File: src/pwm_mux_pkg.sv
// constants, codes and state layout for the pwm output mux and fault logic
package pwm_mux_pkg;
  localparam int NUM_ENG  = 4;
  localparam int NUM_FLT  = 4;
  localparam int NUM_DCMP = 4;
  localparam int NUM_ACMP = 7;
  localparam int NUM_EXT  = 2;
  localparam int NUM_SYNC = NUM_ACMP + NUM_EXT;
  localparam int NUM_SRC  = NUM_DCMP + NUM_SYNC;
  localparam int DUTY_W   = 16;
  localparam int CNT_W    = 8;
  localparam int WID_W    = 12;
  localparam int DCMP_W   = 12;
  localparam int SEL_W    = 4;
  localparam int ESEL_W   = 3;
  localparam int NUM_SET  = 3;

  // fault module index inside an engine
  localparam int FLT_CYC = 0;
  localparam int FLT_AB  = 1;
  localparam int FLT_A   = 2;
  localparam int FLT_B   = 3;

  // fault source vector layout
  localparam int SRC_DCMP = 0;
  localparam int SRC_ACMP = 4;
  localparam int SRC_EXT  = 11;

  // edge event index, also the low two bits of an edge source code
  localparam int EV_RISE_A = 0;
  localparam int EV_FALL_A = 1;
  localparam int EV_RISE_B = 2;
  localparam int EV_FALL_B = 3;
  localparam int ESEL_NEXT_BIT = 2;

  // output source select codes
  localparam logic [SEL_W-1:0] OSEL_OWN   = 4'h0;
  localparam logic [SEL_W-1:0] OSEL_EDGE  = 4'h1;
  localparam logic [SEL_W-1:0] OSEL_WAVE  = 4'h2;
  localparam logic [SEL_W-1:0] OSEL_CROSS = 4'h3;
  localparam logic [SEL_W-1:0] OSEL_N1A   = 4'h4;
  localparam logic [SEL_W-1:0] OSEL_N1B   = 4'h5;
  localparam logic [SEL_W-1:0] OSEL_N1C   = 4'h6;
  localparam logic [SEL_W-1:0] OSEL_N2C   = 4'h7;
  localparam logic [SEL_W-1:0] OSEL_N3C   = 4'h8;

  localparam logic [1:0] LEVELS_NONE = 2'h0;
  localparam logic [1:0] LEVELS_TWO  = 2'h2;

  typedef enum logic [1:0] {
    CFG_BASE = 2'b00,
    CFG_MID  = 2'b01,
    CFG_HIGH = 2'b10
  } cfg_set_t;

  typedef struct packed {
    cfg_set_t                        cfg;
    logic                            hires_block;
    logic                            wave_c;
    logic                            eg_a;
    logic                            eg_b;
    logic                            prev_a;
    logic                            prev_b;
    logic                            kill_a;
    logic                            kill_b;
    logic                            trunc_valid;
    logic [WID_W-1:0]                a_width;
    logic [WID_W-1:0]                b_width;
    logic [NUM_FLT-1:0]              seen;
    logic [NUM_FLT-1:0][CNT_W-1:0]   cnt;
    logic [NUM_FLT-1:0]              flag;
    logic                            out_a;
    logic                            out_b;
  } engine_t;

  typedef struct packed {
    logic [NUM_SYNC-1:0]             sync1;
    logic [NUM_SYNC-1:0]             sync2;
    engine_t [NUM_ENG-1:0]           eng;
  } state_t;

  localparam state_t STATE_RESET = '0;
endpackage

File: src/pwm_output_mux_and_fault.sv
// four-engine output shaping: auto config sets, edge builder, output mux, fault counting and current limit
`timescale 1ns/10ps

// Operation
// - zero, one or two auto switching levels
// - filter duty picks base, mid or high set
// - four thresholds, one pair per boundary
// - hysteresis between upper and lower thresholds
// - third wave high at blank begin, low end
// - edge builder uses own and next engine
// - four edges, each own 3-bit selector
// - codes 0-3 own edges, 4-7 next engine
// - single enable; disabled builder leaves outputs alone
// - output selects live in config sets
// - output A select codes 0 to 8
// - output B select codes 0 to 8
// - neighbour engine index wraps modulo four
// - mux enabled blocks high resolution placement
// - four identical fault modules per engine
// - fault counted at most once per cycle
// - flag sets when consecutive count exceeds maximum
// - engine disable clears all four flags
// - one shared fault enable per engine
// - one per-cycle limit block per engine
// - overcurrent during A ends pulse at once
// - option: B width matches truncated A
// - any source combination routes to any input
// - digital, analog comparator and pin sources
module pwm_output_mux_and_fault
  import pwm_mux_pkg::*;
(
  input  wire logic                                                        clock_i,
  input  wire logic                                                        reset_i,
  input  wire logic                                                        clk_en_i,
  input  wire logic [pwm_mux_pkg::NUM_ENG-1:0]                             pwm_a_raw_i,
  input  wire logic [pwm_mux_pkg::NUM_ENG-1:0]                             pwm_b_raw_i,
  input  wire logic [pwm_mux_pkg::NUM_ENG-1:0]                             blank_begin_i,
  input  wire logic [pwm_mux_pkg::NUM_ENG-1:0]                             blank_end_i,
  input  wire logic [pwm_mux_pkg::NUM_ENG-1:0]                             cycle_start_i,
  input  wire logic [pwm_mux_pkg::NUM_ENG-1:0]                             engine_enable_i,
  input  wire logic [pwm_mux_pkg::NUM_ENG-1:0]                             fault_enable_i,
  input  wire logic [pwm_mux_pkg::NUM_ENG-1:0][pwm_mux_pkg::DUTY_W-1:0]    filter_duty_i,
  input  wire logic [pwm_mux_pkg::NUM_ENG-1:0][1:0]                        auto_levels_i,
  input  wire logic [pwm_mux_pkg::NUM_ENG-1:0][pwm_mux_pkg::DUTY_W-1:0]    thr_low_lower_i,
  input  wire logic [pwm_mux_pkg::NUM_ENG-1:0][pwm_mux_pkg::DUTY_W-1:0]    thr_low_upper_i,
  input  wire logic [pwm_mux_pkg::NUM_ENG-1:0][pwm_mux_pkg::DUTY_W-1:0]    thr_high_lower_i,
  input  wire logic [pwm_mux_pkg::NUM_ENG-1:0][pwm_mux_pkg::DUTY_W-1:0]    thr_high_upper_i,
  input  wire logic [pwm_mux_pkg::NUM_ENG-1:0][pwm_mux_pkg::NUM_SET-1:0]   mux_enable_i,
  input  wire logic [pwm_mux_pkg::NUM_ENG-1:0][pwm_mux_pkg::NUM_SET-1:0][pwm_mux_pkg::SEL_W-1:0] sel_a_i,
  input  wire logic [pwm_mux_pkg::NUM_ENG-1:0][pwm_mux_pkg::NUM_SET-1:0][pwm_mux_pkg::SEL_W-1:0] sel_b_i,
  input  wire logic [pwm_mux_pkg::NUM_ENG-1:0]                             edge_enable_i,
  input  wire logic [pwm_mux_pkg::NUM_ENG-1:0][3:0][pwm_mux_pkg::ESEL_W-1:0] edge_sel_i,
  input  wire logic [pwm_mux_pkg::NUM_ENG-1:0][pwm_mux_pkg::NUM_FLT-1:0][pwm_mux_pkg::CNT_W-1:0] max_count_i,
  input  wire logic [pwm_mux_pkg::NUM_ENG-1:0][pwm_mux_pkg::NUM_FLT-1:0][pwm_mux_pkg::NUM_SRC-1:0] fault_route_i,
  input  wire logic [pwm_mux_pkg::NUM_ENG-1:0]                             b_match_enable_i,
  input  wire logic [pwm_mux_pkg::NUM_DCMP-1:0][pwm_mux_pkg::DCMP_W-1:0]   dcmp_value_i,
  input  wire logic [pwm_mux_pkg::NUM_DCMP-1:0][pwm_mux_pkg::DCMP_W-1:0]   dcmp_threshold_i,
  input  wire logic [pwm_mux_pkg::NUM_ACMP-1:0]                            acmp_i,
  input  wire logic [pwm_mux_pkg::NUM_EXT-1:0]                             fault_pin_i,
  output wire logic [pwm_mux_pkg::NUM_ENG-1:0]                             pwm_out_a_o,
  output wire logic [pwm_mux_pkg::NUM_ENG-1:0]                             pwm_out_b_o,
  output wire logic [pwm_mux_pkg::NUM_ENG-1:0]                             blank_window_wave_o,
  output wire logic [pwm_mux_pkg::NUM_ENG-1:0][1:0]                        cfg_set_o,
  output wire logic [pwm_mux_pkg::NUM_ENG-1:0][pwm_mux_pkg::NUM_FLT-1:0]   fault_flag_o,
  output wire logic [pwm_mux_pkg::NUM_ENG-1:0]                             per_cycle_limit_o,
  output wire logic [pwm_mux_pkg::NUM_ENG-1:0]                             hires_allowed_o
);
  import pwm_mux_pkg::*;

  state_t                          st;
  state_t                          next_st;
  logic [NUM_ENG-1:0][NUM_FLT-1:0] det;
  logic [NUM_ENG-1:0]              trip;

  function automatic int nxt(input int e, input int k);
    return (e + k) % NUM_ENG;
  endfunction

  function automatic cfg_set_t pick_cfg(input cfg_set_t cur, input logic [1:0] lv, input logic [DUTY_W-1:0] d,
                                        input logic [DUTY_W-1:0] ll, input logic [DUTY_W-1:0] lu,
                                        input logic [DUTY_W-1:0] hl, input logic [DUTY_W-1:0] hu);
    cfg_set_t r;
    r = cur;
    if (lv == LEVELS_NONE)
    begin
      r = CFG_BASE;
    end
    else
    begin
      case (cur)
        CFG_BASE: if (d > lu) r = CFG_MID;
        CFG_MID:
        begin
          if (d < ll)
            r = CFG_BASE;
          else if (lv >= LEVELS_TWO && d > hu)
            r = CFG_HIGH;
        end
        CFG_HIGH:
        begin
          if (lv < LEVELS_TWO || d < hl)
            r = CFG_MID;
        end
        default: r = CFG_BASE;
      endcase
    end
    return r;
  endfunction

  function automatic logic edge_hit(input logic [ESEL_W-1:0] sel, input logic [3:0] own_ev,
                                    input logic [3:0] nxt_ev);
    return sel[ESEL_NEXT_BIT] ? nxt_ev[sel[1:0]] : own_ev[sel[1:0]];
  endfunction

  // p is the pass-through output, x the crossover output of the same engine
  function automatic logic pick_out(input logic [SEL_W-1:0] code, input logic p, input logic x,
                                    input logic eg, input logic c, input logic na, input logic nb,
                                    input logic c1, input logic c2, input logic c3);
    logic r;
    case (code)
      OSEL_OWN:   r = p;
      OSEL_EDGE:  r = eg;
      OSEL_WAVE:  r = c;
      OSEL_CROSS: r = x;
      OSEL_N1A:   r = na;
      OSEL_N1B:   r = nb;
      OSEL_N1C:   r = c1;
      OSEL_N2C:   r = c2;
      OSEL_N3C:   r = c3;
      default:    r = p;
    endcase
    return r;
  endfunction

  always_comb
  begin
    logic [NUM_ENG-1:0][3:0]  ev;
    logic [NUM_ENG-1:0]       a_eff;
    logic [NUM_ENG-1:0]       b_eff;
    logic [NUM_ENG-1:0]       wc;
    logic [NUM_SRC-1:0]       src;
    logic [NUM_DCMP-1:0]      dcmp_hit;
    logic                     b_stop;
    logic                     first;
    logic [CNT_W-1:0]         base_cnt;
    logic [CNT_W:0]           inc;
    logic                     eg_a;
    logic                     eg_b;
    logic                     oa;
    logic                     ob;
    cfg_set_t                 cs;
    int                       n1;
    ev       = '0;
    a_eff    = '0;
    b_eff    = '0;
    wc       = '0;
    dcmp_hit = '0;
    b_stop   = 1'b0;
    first    = 1'b0;
    base_cnt = '0;
    inc      = '0;
    eg_a     = 1'b0;
    eg_b     = 1'b0;
    oa       = 1'b0;
    ob       = 1'b0;
    cs       = CFG_BASE;
    n1       = 0;
    det      = '0;
    trip     = '0;
    next_st  = st;

    // comparator and pin lines are asynchronous, only the second stage is used
    next_st.sync1 = {fault_pin_i, acmp_i};
    next_st.sync2 = st.sync1;
    for (int d = 0; d < NUM_DCMP; d++)
    begin
      dcmp_hit[d] = dcmp_value_i[d] > dcmp_threshold_i[d];
    end
    src = {st.sync2, dcmp_hit};

    for (int e = 0; e < NUM_ENG; e++)
    begin
      ev[e][EV_RISE_A] = pwm_a_raw_i[e] & ~st.eng[e].prev_a;
      ev[e][EV_FALL_A] = ~pwm_a_raw_i[e] & st.eng[e].prev_a;
      ev[e][EV_RISE_B] = pwm_b_raw_i[e] & ~st.eng[e].prev_b;
      ev[e][EV_FALL_B] = ~pwm_b_raw_i[e] & st.eng[e].prev_b;
      wc[e] = st.eng[e].wave_c;
      for (int f = 0; f < NUM_FLT; f++)
      begin
        det[e][f] = fault_enable_i[e] & engine_enable_i[e] & (|(src & fault_route_i[e][f]));
      end
      trip[e] = pwm_a_raw_i[e] & det[e][FLT_CYC];
    end

    for (int e = 0; e < NUM_ENG; e++)
    begin
      next_st.eng[e].prev_a = pwm_a_raw_i[e];
      next_st.eng[e].prev_b = pwm_b_raw_i[e];
      next_st.eng[e].cfg = pick_cfg(st.eng[e].cfg, auto_levels_i[e], filter_duty_i[e], thr_low_lower_i[e],
                                    thr_low_upper_i[e], thr_high_lower_i[e], thr_high_upper_i[e]);
      next_st.eng[e].hires_block = mux_enable_i[e][next_st.eng[e].cfg];

      if (blank_begin_i[e])
        next_st.eng[e].wave_c = 1'b1;
      else if (blank_end_i[e])
        next_st.eng[e].wave_c = 1'b0;

      // the pulse is cut in the very cycle the comparator trips and stays cut until A rises again
      a_eff[e] = pwm_a_raw_i[e] & ~trip[e] & ~(st.eng[e].kill_a & ~ev[e][EV_RISE_A]);
      next_st.eng[e].kill_a = trip[e] | (st.eng[e].kill_a & ~ev[e][EV_RISE_A]);
      next_st.eng[e].trunc_valid = (trip[e] & pwm_a_raw_i[e]) | (st.eng[e].trunc_valid & ~ev[e][EV_RISE_A]);
      if (ev[e][EV_RISE_A])
        next_st.eng[e].a_width = {{(WID_W-1){1'b0}}, a_eff[e]};
      else if (a_eff[e])
        next_st.eng[e].a_width = st.eng[e].a_width + {{(WID_W-1){1'b0}}, 1'b1};

      b_stop = b_match_enable_i[e] & st.eng[e].trunc_valid & pwm_b_raw_i[e] & ~ev[e][EV_RISE_B]
               & (st.eng[e].b_width >= st.eng[e].a_width);
      b_eff[e] = pwm_b_raw_i[e] & ~b_stop & ~(st.eng[e].kill_b & ~ev[e][EV_RISE_B]);
      next_st.eng[e].kill_b = b_stop | (st.eng[e].kill_b & ~ev[e][EV_RISE_B]);
      if (ev[e][EV_RISE_B])
        next_st.eng[e].b_width = {{(WID_W-1){1'b0}}, 1'b1};
      else if (pwm_b_raw_i[e])
        next_st.eng[e].b_width = st.eng[e].b_width + {{(WID_W-1){1'b0}}, 1'b1};

      n1 = nxt(e, 1);
      if (!edge_enable_i[e])
      begin
        next_st.eng[e].eg_a = 1'b0;
        next_st.eng[e].eg_b = 1'b0;
      end
      else
      begin
        // a set and a clear in the same cycle leave the output high
        if (edge_hit(edge_sel_i[e][0], ev[e], ev[n1]))
          next_st.eng[e].eg_a = 1'b1;
        else if (edge_hit(edge_sel_i[e][1], ev[e], ev[n1]))
          next_st.eng[e].eg_a = 1'b0;
        if (edge_hit(edge_sel_i[e][2], ev[e], ev[n1]))
          next_st.eng[e].eg_b = 1'b1;
        else if (edge_hit(edge_sel_i[e][3], ev[e], ev[n1]))
          next_st.eng[e].eg_b = 1'b0;
      end

      for (int f = 0; f < NUM_FLT; f++)
      begin
        first = det[e][f] & (cycle_start_i[e] | ~st.eng[e].seen[f]);
        base_cnt = (cycle_start_i[e] & ~st.eng[e].seen[f]) ? '0 : st.eng[e].cnt[f];
        inc = {1'b0, base_cnt} + {{CNT_W{1'b0}}, 1'b1};
        if (!engine_enable_i[e])
        begin
          next_st.eng[e].seen[f] = 1'b0;
          next_st.eng[e].cnt[f] = '0;
          next_st.eng[e].flag[f] = 1'b0;
        end
        else
        begin
          next_st.eng[e].seen[f] = first | (st.eng[e].seen[f] & ~cycle_start_i[e]);
          // saturates so a long fault run can never wrap back under the maximum
          next_st.eng[e].cnt[f] = (first && !inc[CNT_W]) ? inc[CNT_W-1:0] : base_cnt;
          next_st.eng[e].flag[f] = st.eng[e].flag[f] | (first & (inc > {1'b0, max_count_i[e][f]}));
        end
      end
    end

    for (int e = 0; e < NUM_ENG; e++)
    begin
      cs = st.eng[e].cfg;
      eg_a = edge_enable_i[e] ? st.eng[e].eg_a : a_eff[e];
      eg_b = edge_enable_i[e] ? st.eng[e].eg_b : b_eff[e];
      n1 = nxt(e, 1);
      oa = a_eff[e];
      ob = b_eff[e];
      if (mux_enable_i[e][cs])
      begin
        oa = pick_out(sel_a_i[e][cs], a_eff[e], b_eff[e], eg_a, wc[e], a_eff[n1], b_eff[n1],
                      wc[n1], wc[nxt(e, 2)], wc[nxt(e, 3)]);
        ob = pick_out(sel_b_i[e][cs], b_eff[e], a_eff[e], eg_b, wc[e], a_eff[n1], b_eff[n1],
                      wc[n1], wc[nxt(e, 2)], wc[nxt(e, 3)]);
      end
      next_st.eng[e].out_a = oa & engine_enable_i[e]
                             & ~(st.eng[e].flag[FLT_CYC] | st.eng[e].flag[FLT_AB] | st.eng[e].flag[FLT_A]);
      next_st.eng[e].out_b = ob & engine_enable_i[e]
                             & ~(st.eng[e].flag[FLT_CYC] | st.eng[e].flag[FLT_AB] | st.eng[e].flag[FLT_B]);
    end
  end

  always_ff @(posedge clock_i or posedge reset_i)
  begin
    if (reset_i)
      st <= STATE_RESET;
    else if (clk_en_i)
      st <= next_st;
  end

  for (genvar g = 0; g < NUM_ENG; g++)
  begin : g_out
    assign pwm_out_a_o[g]         = st.eng[g].out_a;
    assign pwm_out_b_o[g]         = st.eng[g].out_b;
    assign blank_window_wave_o[g] = st.eng[g].wave_c;
    assign cfg_set_o[g]           = st.eng[g].cfg;
    assign fault_flag_o[g]        = st.eng[g].flag;
    assign per_cycle_limit_o[g]   = st.eng[g].kill_a;
    assign hires_allowed_o[g]     = ~st.eng[g].hires_block;
  end

  property p_no_levels;
    @(posedge clock_i) disable iff (reset_i)
    (clk_en_i && auto_levels_i[2] == LEVELS_NONE) |=> (cfg_set_o[2] == CFG_BASE);
  endproperty
  a_no_levels: assert property (p_no_levels) else $error("auto switching off but set not base");
  property p_go_mid;
    @(posedge clock_i) disable iff (reset_i)
    (clk_en_i && st.eng[2].cfg == CFG_BASE && auto_levels_i[2] != LEVELS_NONE
     && filter_duty_i[2] > thr_low_upper_i[2]) |=> (cfg_set_o[2] == CFG_MID);
  endproperty
  a_go_mid: assert property (p_go_mid) else $error("duty above low upper did not select mid");
  property p_hold_mid;
    @(posedge clock_i) disable iff (reset_i)
    (clk_en_i && st.eng[2].cfg == CFG_MID && auto_levels_i[2] != LEVELS_NONE
     && filter_duty_i[2] >= thr_low_lower_i[2] && filter_duty_i[2] <= thr_high_upper_i[2])
    |=> (cfg_set_o[2] == CFG_MID);
  endproperty
  a_hold_mid: assert property (p_hold_mid) else $error("mid set left inside hysteresis band");
  property p_wave_high;
    @(posedge clock_i) disable iff (reset_i)
    (clk_en_i && blank_begin_i[0]) |=> blank_window_wave_o[0];
  endproperty
  a_wave_high: assert property (p_wave_high) else $error("third wave not high after blank begin");
  property p_wave_low;
    @(posedge clock_i) disable iff (reset_i)
    (clk_en_i && blank_end_i[0] && !blank_begin_i[0]) |=> !blank_window_wave_o[0];
  endproperty
  a_wave_low: assert property (p_wave_low) else $error("third wave not low after blank end");
  property p_edge_off;
    @(posedge clock_i) disable iff (reset_i)
    (clk_en_i && !edge_enable_i[0]) |=> (!st.eng[0].eg_a && !st.eng[0].eg_b);
  endproperty
  a_edge_off: assert property (p_edge_off) else $error("edge builder active while disabled");
  property p_flag_clear;
    @(posedge clock_i) disable iff (reset_i)
    (clk_en_i && !engine_enable_i[1]) |=> (fault_flag_o[1] == '0);
  endproperty
  a_flag_clear: assert property (p_flag_clear) else $error("fault flags not cleared by engine disable");
  property p_flag_sticky;
    @(posedge clock_i) disable iff (reset_i)
    (clk_en_i && fault_flag_o[1][FLT_A] && engine_enable_i[1]) |=> fault_flag_o[1][FLT_A];
  endproperty
  a_flag_sticky: assert property (p_flag_sticky) else $error("fault flag dropped while enabled");
  property p_once_per_cycle;
    @(posedge clock_i) disable iff (reset_i)
    (clk_en_i && engine_enable_i[1] && st.eng[1].seen[FLT_AB] && !cycle_start_i[1])
    |=> $stable(st.eng[1].cnt[FLT_AB]);
  endproperty
  a_once_per_cycle: assert property (p_once_per_cycle) else $error("fault counted twice in one cycle");
  property p_count_reset;
    @(posedge clock_i) disable iff (reset_i)
    (clk_en_i && engine_enable_i[0] && cycle_start_i[0] && !st.eng[0].seen[FLT_B] && !det[0][FLT_B])
    |=> (st.eng[0].cnt[FLT_B] == '0);
  endproperty
  a_count_reset: assert property (p_count_reset) else $error("counter kept after fault-free cycle");
  property p_limit_cut;
    @(posedge clock_i) disable iff (reset_i)
    (clk_en_i && trip[0] && (!mux_enable_i[0][st.eng[0].cfg] || sel_a_i[0][st.eng[0].cfg] == OSEL_OWN))
    |=> (!pwm_out_a_o[0] && per_cycle_limit_o[0]);
  endproperty
  a_limit_cut: assert property (p_limit_cut) else $error("current limit did not end output A");
endmodule

File: config.mk
export PLATFORM = sky130hd
export DESIGN_NAME = pwm_output_mux_and_fault
export DESIGN_NICKNAME = d
export VERILOG_FILES = /design/src/pwm_mux_pkg.sv /design/src/pwm_output_mux_and_fault.sv
export SDC_FILE = /design/constraint.sdc
export NUM_CORES = 2
export LEC_CHECK = 0
export CAP_MARGIN = 20
export CORE_AREA = 3 3 397 399
export DETAILED_ROUTE_END_ITERATION = 10
export DIE_AREA = 0 0 400 402
export DONT_BUFFER_PORTS = 1
export PLACE_DENSITY = 0.44
export SYNTH_ARGS = -nofsm -noshare
export SYNTH_HDL_FRONTEND = slang
export SYNTH_SLANG_ARGS = --single-unit
File: constraint.sdc
create_clock -name clock_i -period 24.3 [get_ports clock_i]
set_input_delay 1.215 -clock clock_i [delete_from_list [all_inputs] [get_ports clock_i]]
set_output_delay 1.215 -clock clock_i [all_outputs]
set_load 0.05 [all_outputs]
==> flow_summary.yaml <==
worst_setup_path:
  max_stage_delay_ps: 730
  r2r-end: "st[285]$_DFFE_PP0P_"
  rrSetupSlack_ps: 20430
  slowest_stage: "a31oi_4"
  cp_data_required_time_ps: 24850
  r2r.worst_path.cells: 7
  worstPathArrival_ps: 4820
  crit_chain: "inv_1 -> ha_1 -> nand4_1 -> a211o_1 -> a31oi_4 -> a22oi_1 -> a21oi_4 -> nand3_1 -> or4_1 -> nand3_1"
  cp-end-kind: "flop"
  critPathLaunch: "dcmp_threshold_i[21]"
  start_kind: "input pin"
  crit_type: "input pin to flop"
  worst_path_most_repeated_cell: "nand3_1"
  cp_max_fo: 18
  r2r-start: "st[313]$_DFFE_PP0P_"
logic_synthesis:
  syn-cell-area_sq_um: 34300
  avgSynthCellArea_sq_um: 8.08
  async_reset_ff_frac: 1.00
  synth_most_common_cell: "inv_1"
  synthTopCellsByCount: "529 x inv_1, 496 x ha_1, 373 x nand2_1"
  synthCells: 4247
  yosys_warnings: 0
  yosysTopAreaCell: "dfrtp_1"
  synth_ff_type: "dfrtp_1"
  ys_types: 99
  syn-num-nets: 5707
  ys_seq_area_frac: 0.238
  ys_seq_elements: 326
  netlist_top_cells_area: "dfrtp_1 24%, ha_1 18%, inv_1 5.8%"
  netlist.area_leader.share: 0.238
  synth_edf_count: 0
drt:
  ant_nets: 0
  wl_um: 160000
  via_per_inst: 5.16
  drc: 0
  drtIter0Drc: 2324
  num_vias: 32400
  first_pass_iters: 8
  wire_per_inst_um: 25.5
  met2_length_um: 77500
  top_layer: "met5"
  drt-met1-wl_um: 65600
  met3_length_um: 10200
clock_tree:
  worstSkewPairLatency_ps: 640
  cts.repair.resized: 0
  htree_levels: 2
  cts_buffers: 48
  cts_sinks: 326
  cts_tree: "done"
  cts_setup_buffers: 0
  holdBufCountCts: 0
  clk_pin_slew_ps: 60
  cts_root_buf: "clkbuf_16"
  clock_path_buffers: 3
floorplanning:
  die_area_sq_um: 161000
  die_w_um: 400
  ios: 1008
  initial_core_util: 0.223
  core_area_sq_um: 154000
  die_h_um: 402
  fp-row-count: 144
run_status:
  status: "complete, no violations"
placed_design:
  hpwl_um: 133000
  gp_congestion: 0.965
  io_buffers: 0
sta:
  tns_ps: 0
  rsz0062_at_grt: "no"
  timing.fmax_mhz: 234
  min_period_ps: 4270
  slew_headroom: 0.174
  hold_violations: 0
  worst_pin_slew_ps: 1230
  fin_skew_ps: 39.9
  slew_viol_final: 0
  period_share: 0.176
  setup_viol: 0
global_routing:
  gr-total-overflow: 0
  grt_antenna_before_repair: 40
  grt_first_pass_wirelength_um: 225000
  grt_max_degree: 202
  grtUsageTotal: 0.189
  grt_pass1_vias: 31700
worst_hold_path:
  min_path_cells: 2
  holdCritPathClass: "flop to flop"
  hold_end: "st[298]$_DFFE_PP0P_"
  worstHoldStart: "st[298]$_DFFE_PP0P_"
final_layout:
  drive_gt1_frac: 0.0498
  nNetsFinal: 5621
  area_growth_pct: 11.2
power:
  leakage_nw: 17.6
  powerDensity_nw_per_um2: 54.0
  finalPower_w: 0.00206
  irDropWorstVdd_mv: 0.0492
flow_run:
  cap_violations: 0
==> worst max-delay path: cells and delay by family <==
family | cells | cell delay [ps]
AOI/OAI and AO/OA | 4 | 2100
and+or+nand+nor | 4 | 1100
adders and majority gates | 1 | 310
buffers and inverters | 1 | 70
==> final cells by class <==
class | count | area [sq um]
multi-input combinational | 3225 | 23400
antenna | 28 | 70.1
timing repair buffer | 30 | 238
clock buffer | 72 | 1410
clock inverter | 16 | 322
fill | 17000 | 116000
inverter | 530 | 2000
tap | 2044 | 2560
sequential | 326 | 8160
==> placed cells by master (no fill, tap or decap), types with 69 or more instances in the layout <==
master,n
ha_1,496
nand2b_1,69
o21ai_0,237
nor2_1,295
nand3_1,203
inv_1,527
nand2_1,373
dfrtp_1,326
xnor2_1,88
nand4_1,105
a21oi_1,209
nor3_1,77
nor2b_1,77
==> cells by family (layout without fill, tap and decap cells) <==
kind of cell,count (synthesis),after routing,synth area share
AO/OA/AOI/OAI,1048,1048,0.213
XOR/XNOR,135,135,0.0345
adder cells (fa/ha/maj),496,496,0.181
buffers and inverters,696,648,0.0820
flip-flops,326,326,0.238
multiplexers,113,113,0.0455
other,0,28,0
AND/OR/NAND/NOR,1433,1433,0.206
==> per-stage QoR <==
| stage | instance area [sq um] | std cells | worst slack (ps) | hold slack (ps) | utilization |
|---|---|---|---|---|---|
| after floorplan | 34300 | 4247 | 14060 | 454 | - |
| after global placement | 36300 | 6155 | 19460 | 476 | 0.236 |
| after detailed placement | 36300 | 6155 | 19360 | 478 | 0.236 |
| after CTS | 38100 | 6243 | 20040 | 490 | 0.247 |
| after global routing | 38100 | 6265 | 19840 | 513 | 0.247 |
| final | 38100 | 6271 | 20030 | 489 | 0.247 |
==> routing by layer <==
layer  vias to the layer above  global-route usage
li1                      15300                   -
met1                     15700               0.229
met2                      1169               0.325
met3                       238              0.0358
met4                        12              0.0825
met5                         -                   0
==> power by group <==
group / switching [W] / internal, W
logic: 0.000361 / 0.000228
clock network: 0.000306 / 0.000479
registers: 0.0000960 / 0.000589
total: 0.000764 / 0.00129
==> flip-flops by register name, indices dropped and copies added, names as in the netlist <==
signal,flops
st,277
fault_flag_o,16
next_st,9
cfg_set_o,8
blank_window_wave_o,4
per_cycle_limit_o,4
pwm_out_a_o,4
pwm_out_b_o,4
==> how the worst max path moves through the flow <==
stage | to | depth (start not counted) | slack, ps
after detailed placement | pwm_out_b_o[2]$_DFFE_PP0P_ | 11 | 19360
after CTS | pwm_out_b_o[2]$_DFFE_PP0P_ | 10 | 20040
after floorplan | blank_window_wave_o[0]$_DFFE_PP0P_ | 1 | 14060
after global routing | pwm_out_b_o[2]$_DFFE_PP0P_ | 10 | 19840
after global placement | st[240]$_DFFE_PP0P_ | 10 | 19460
final | st[240]$_DFFE_PP0P_ | 10 | 20030
No activity file was read; power rests on OpenSTA's default activity.
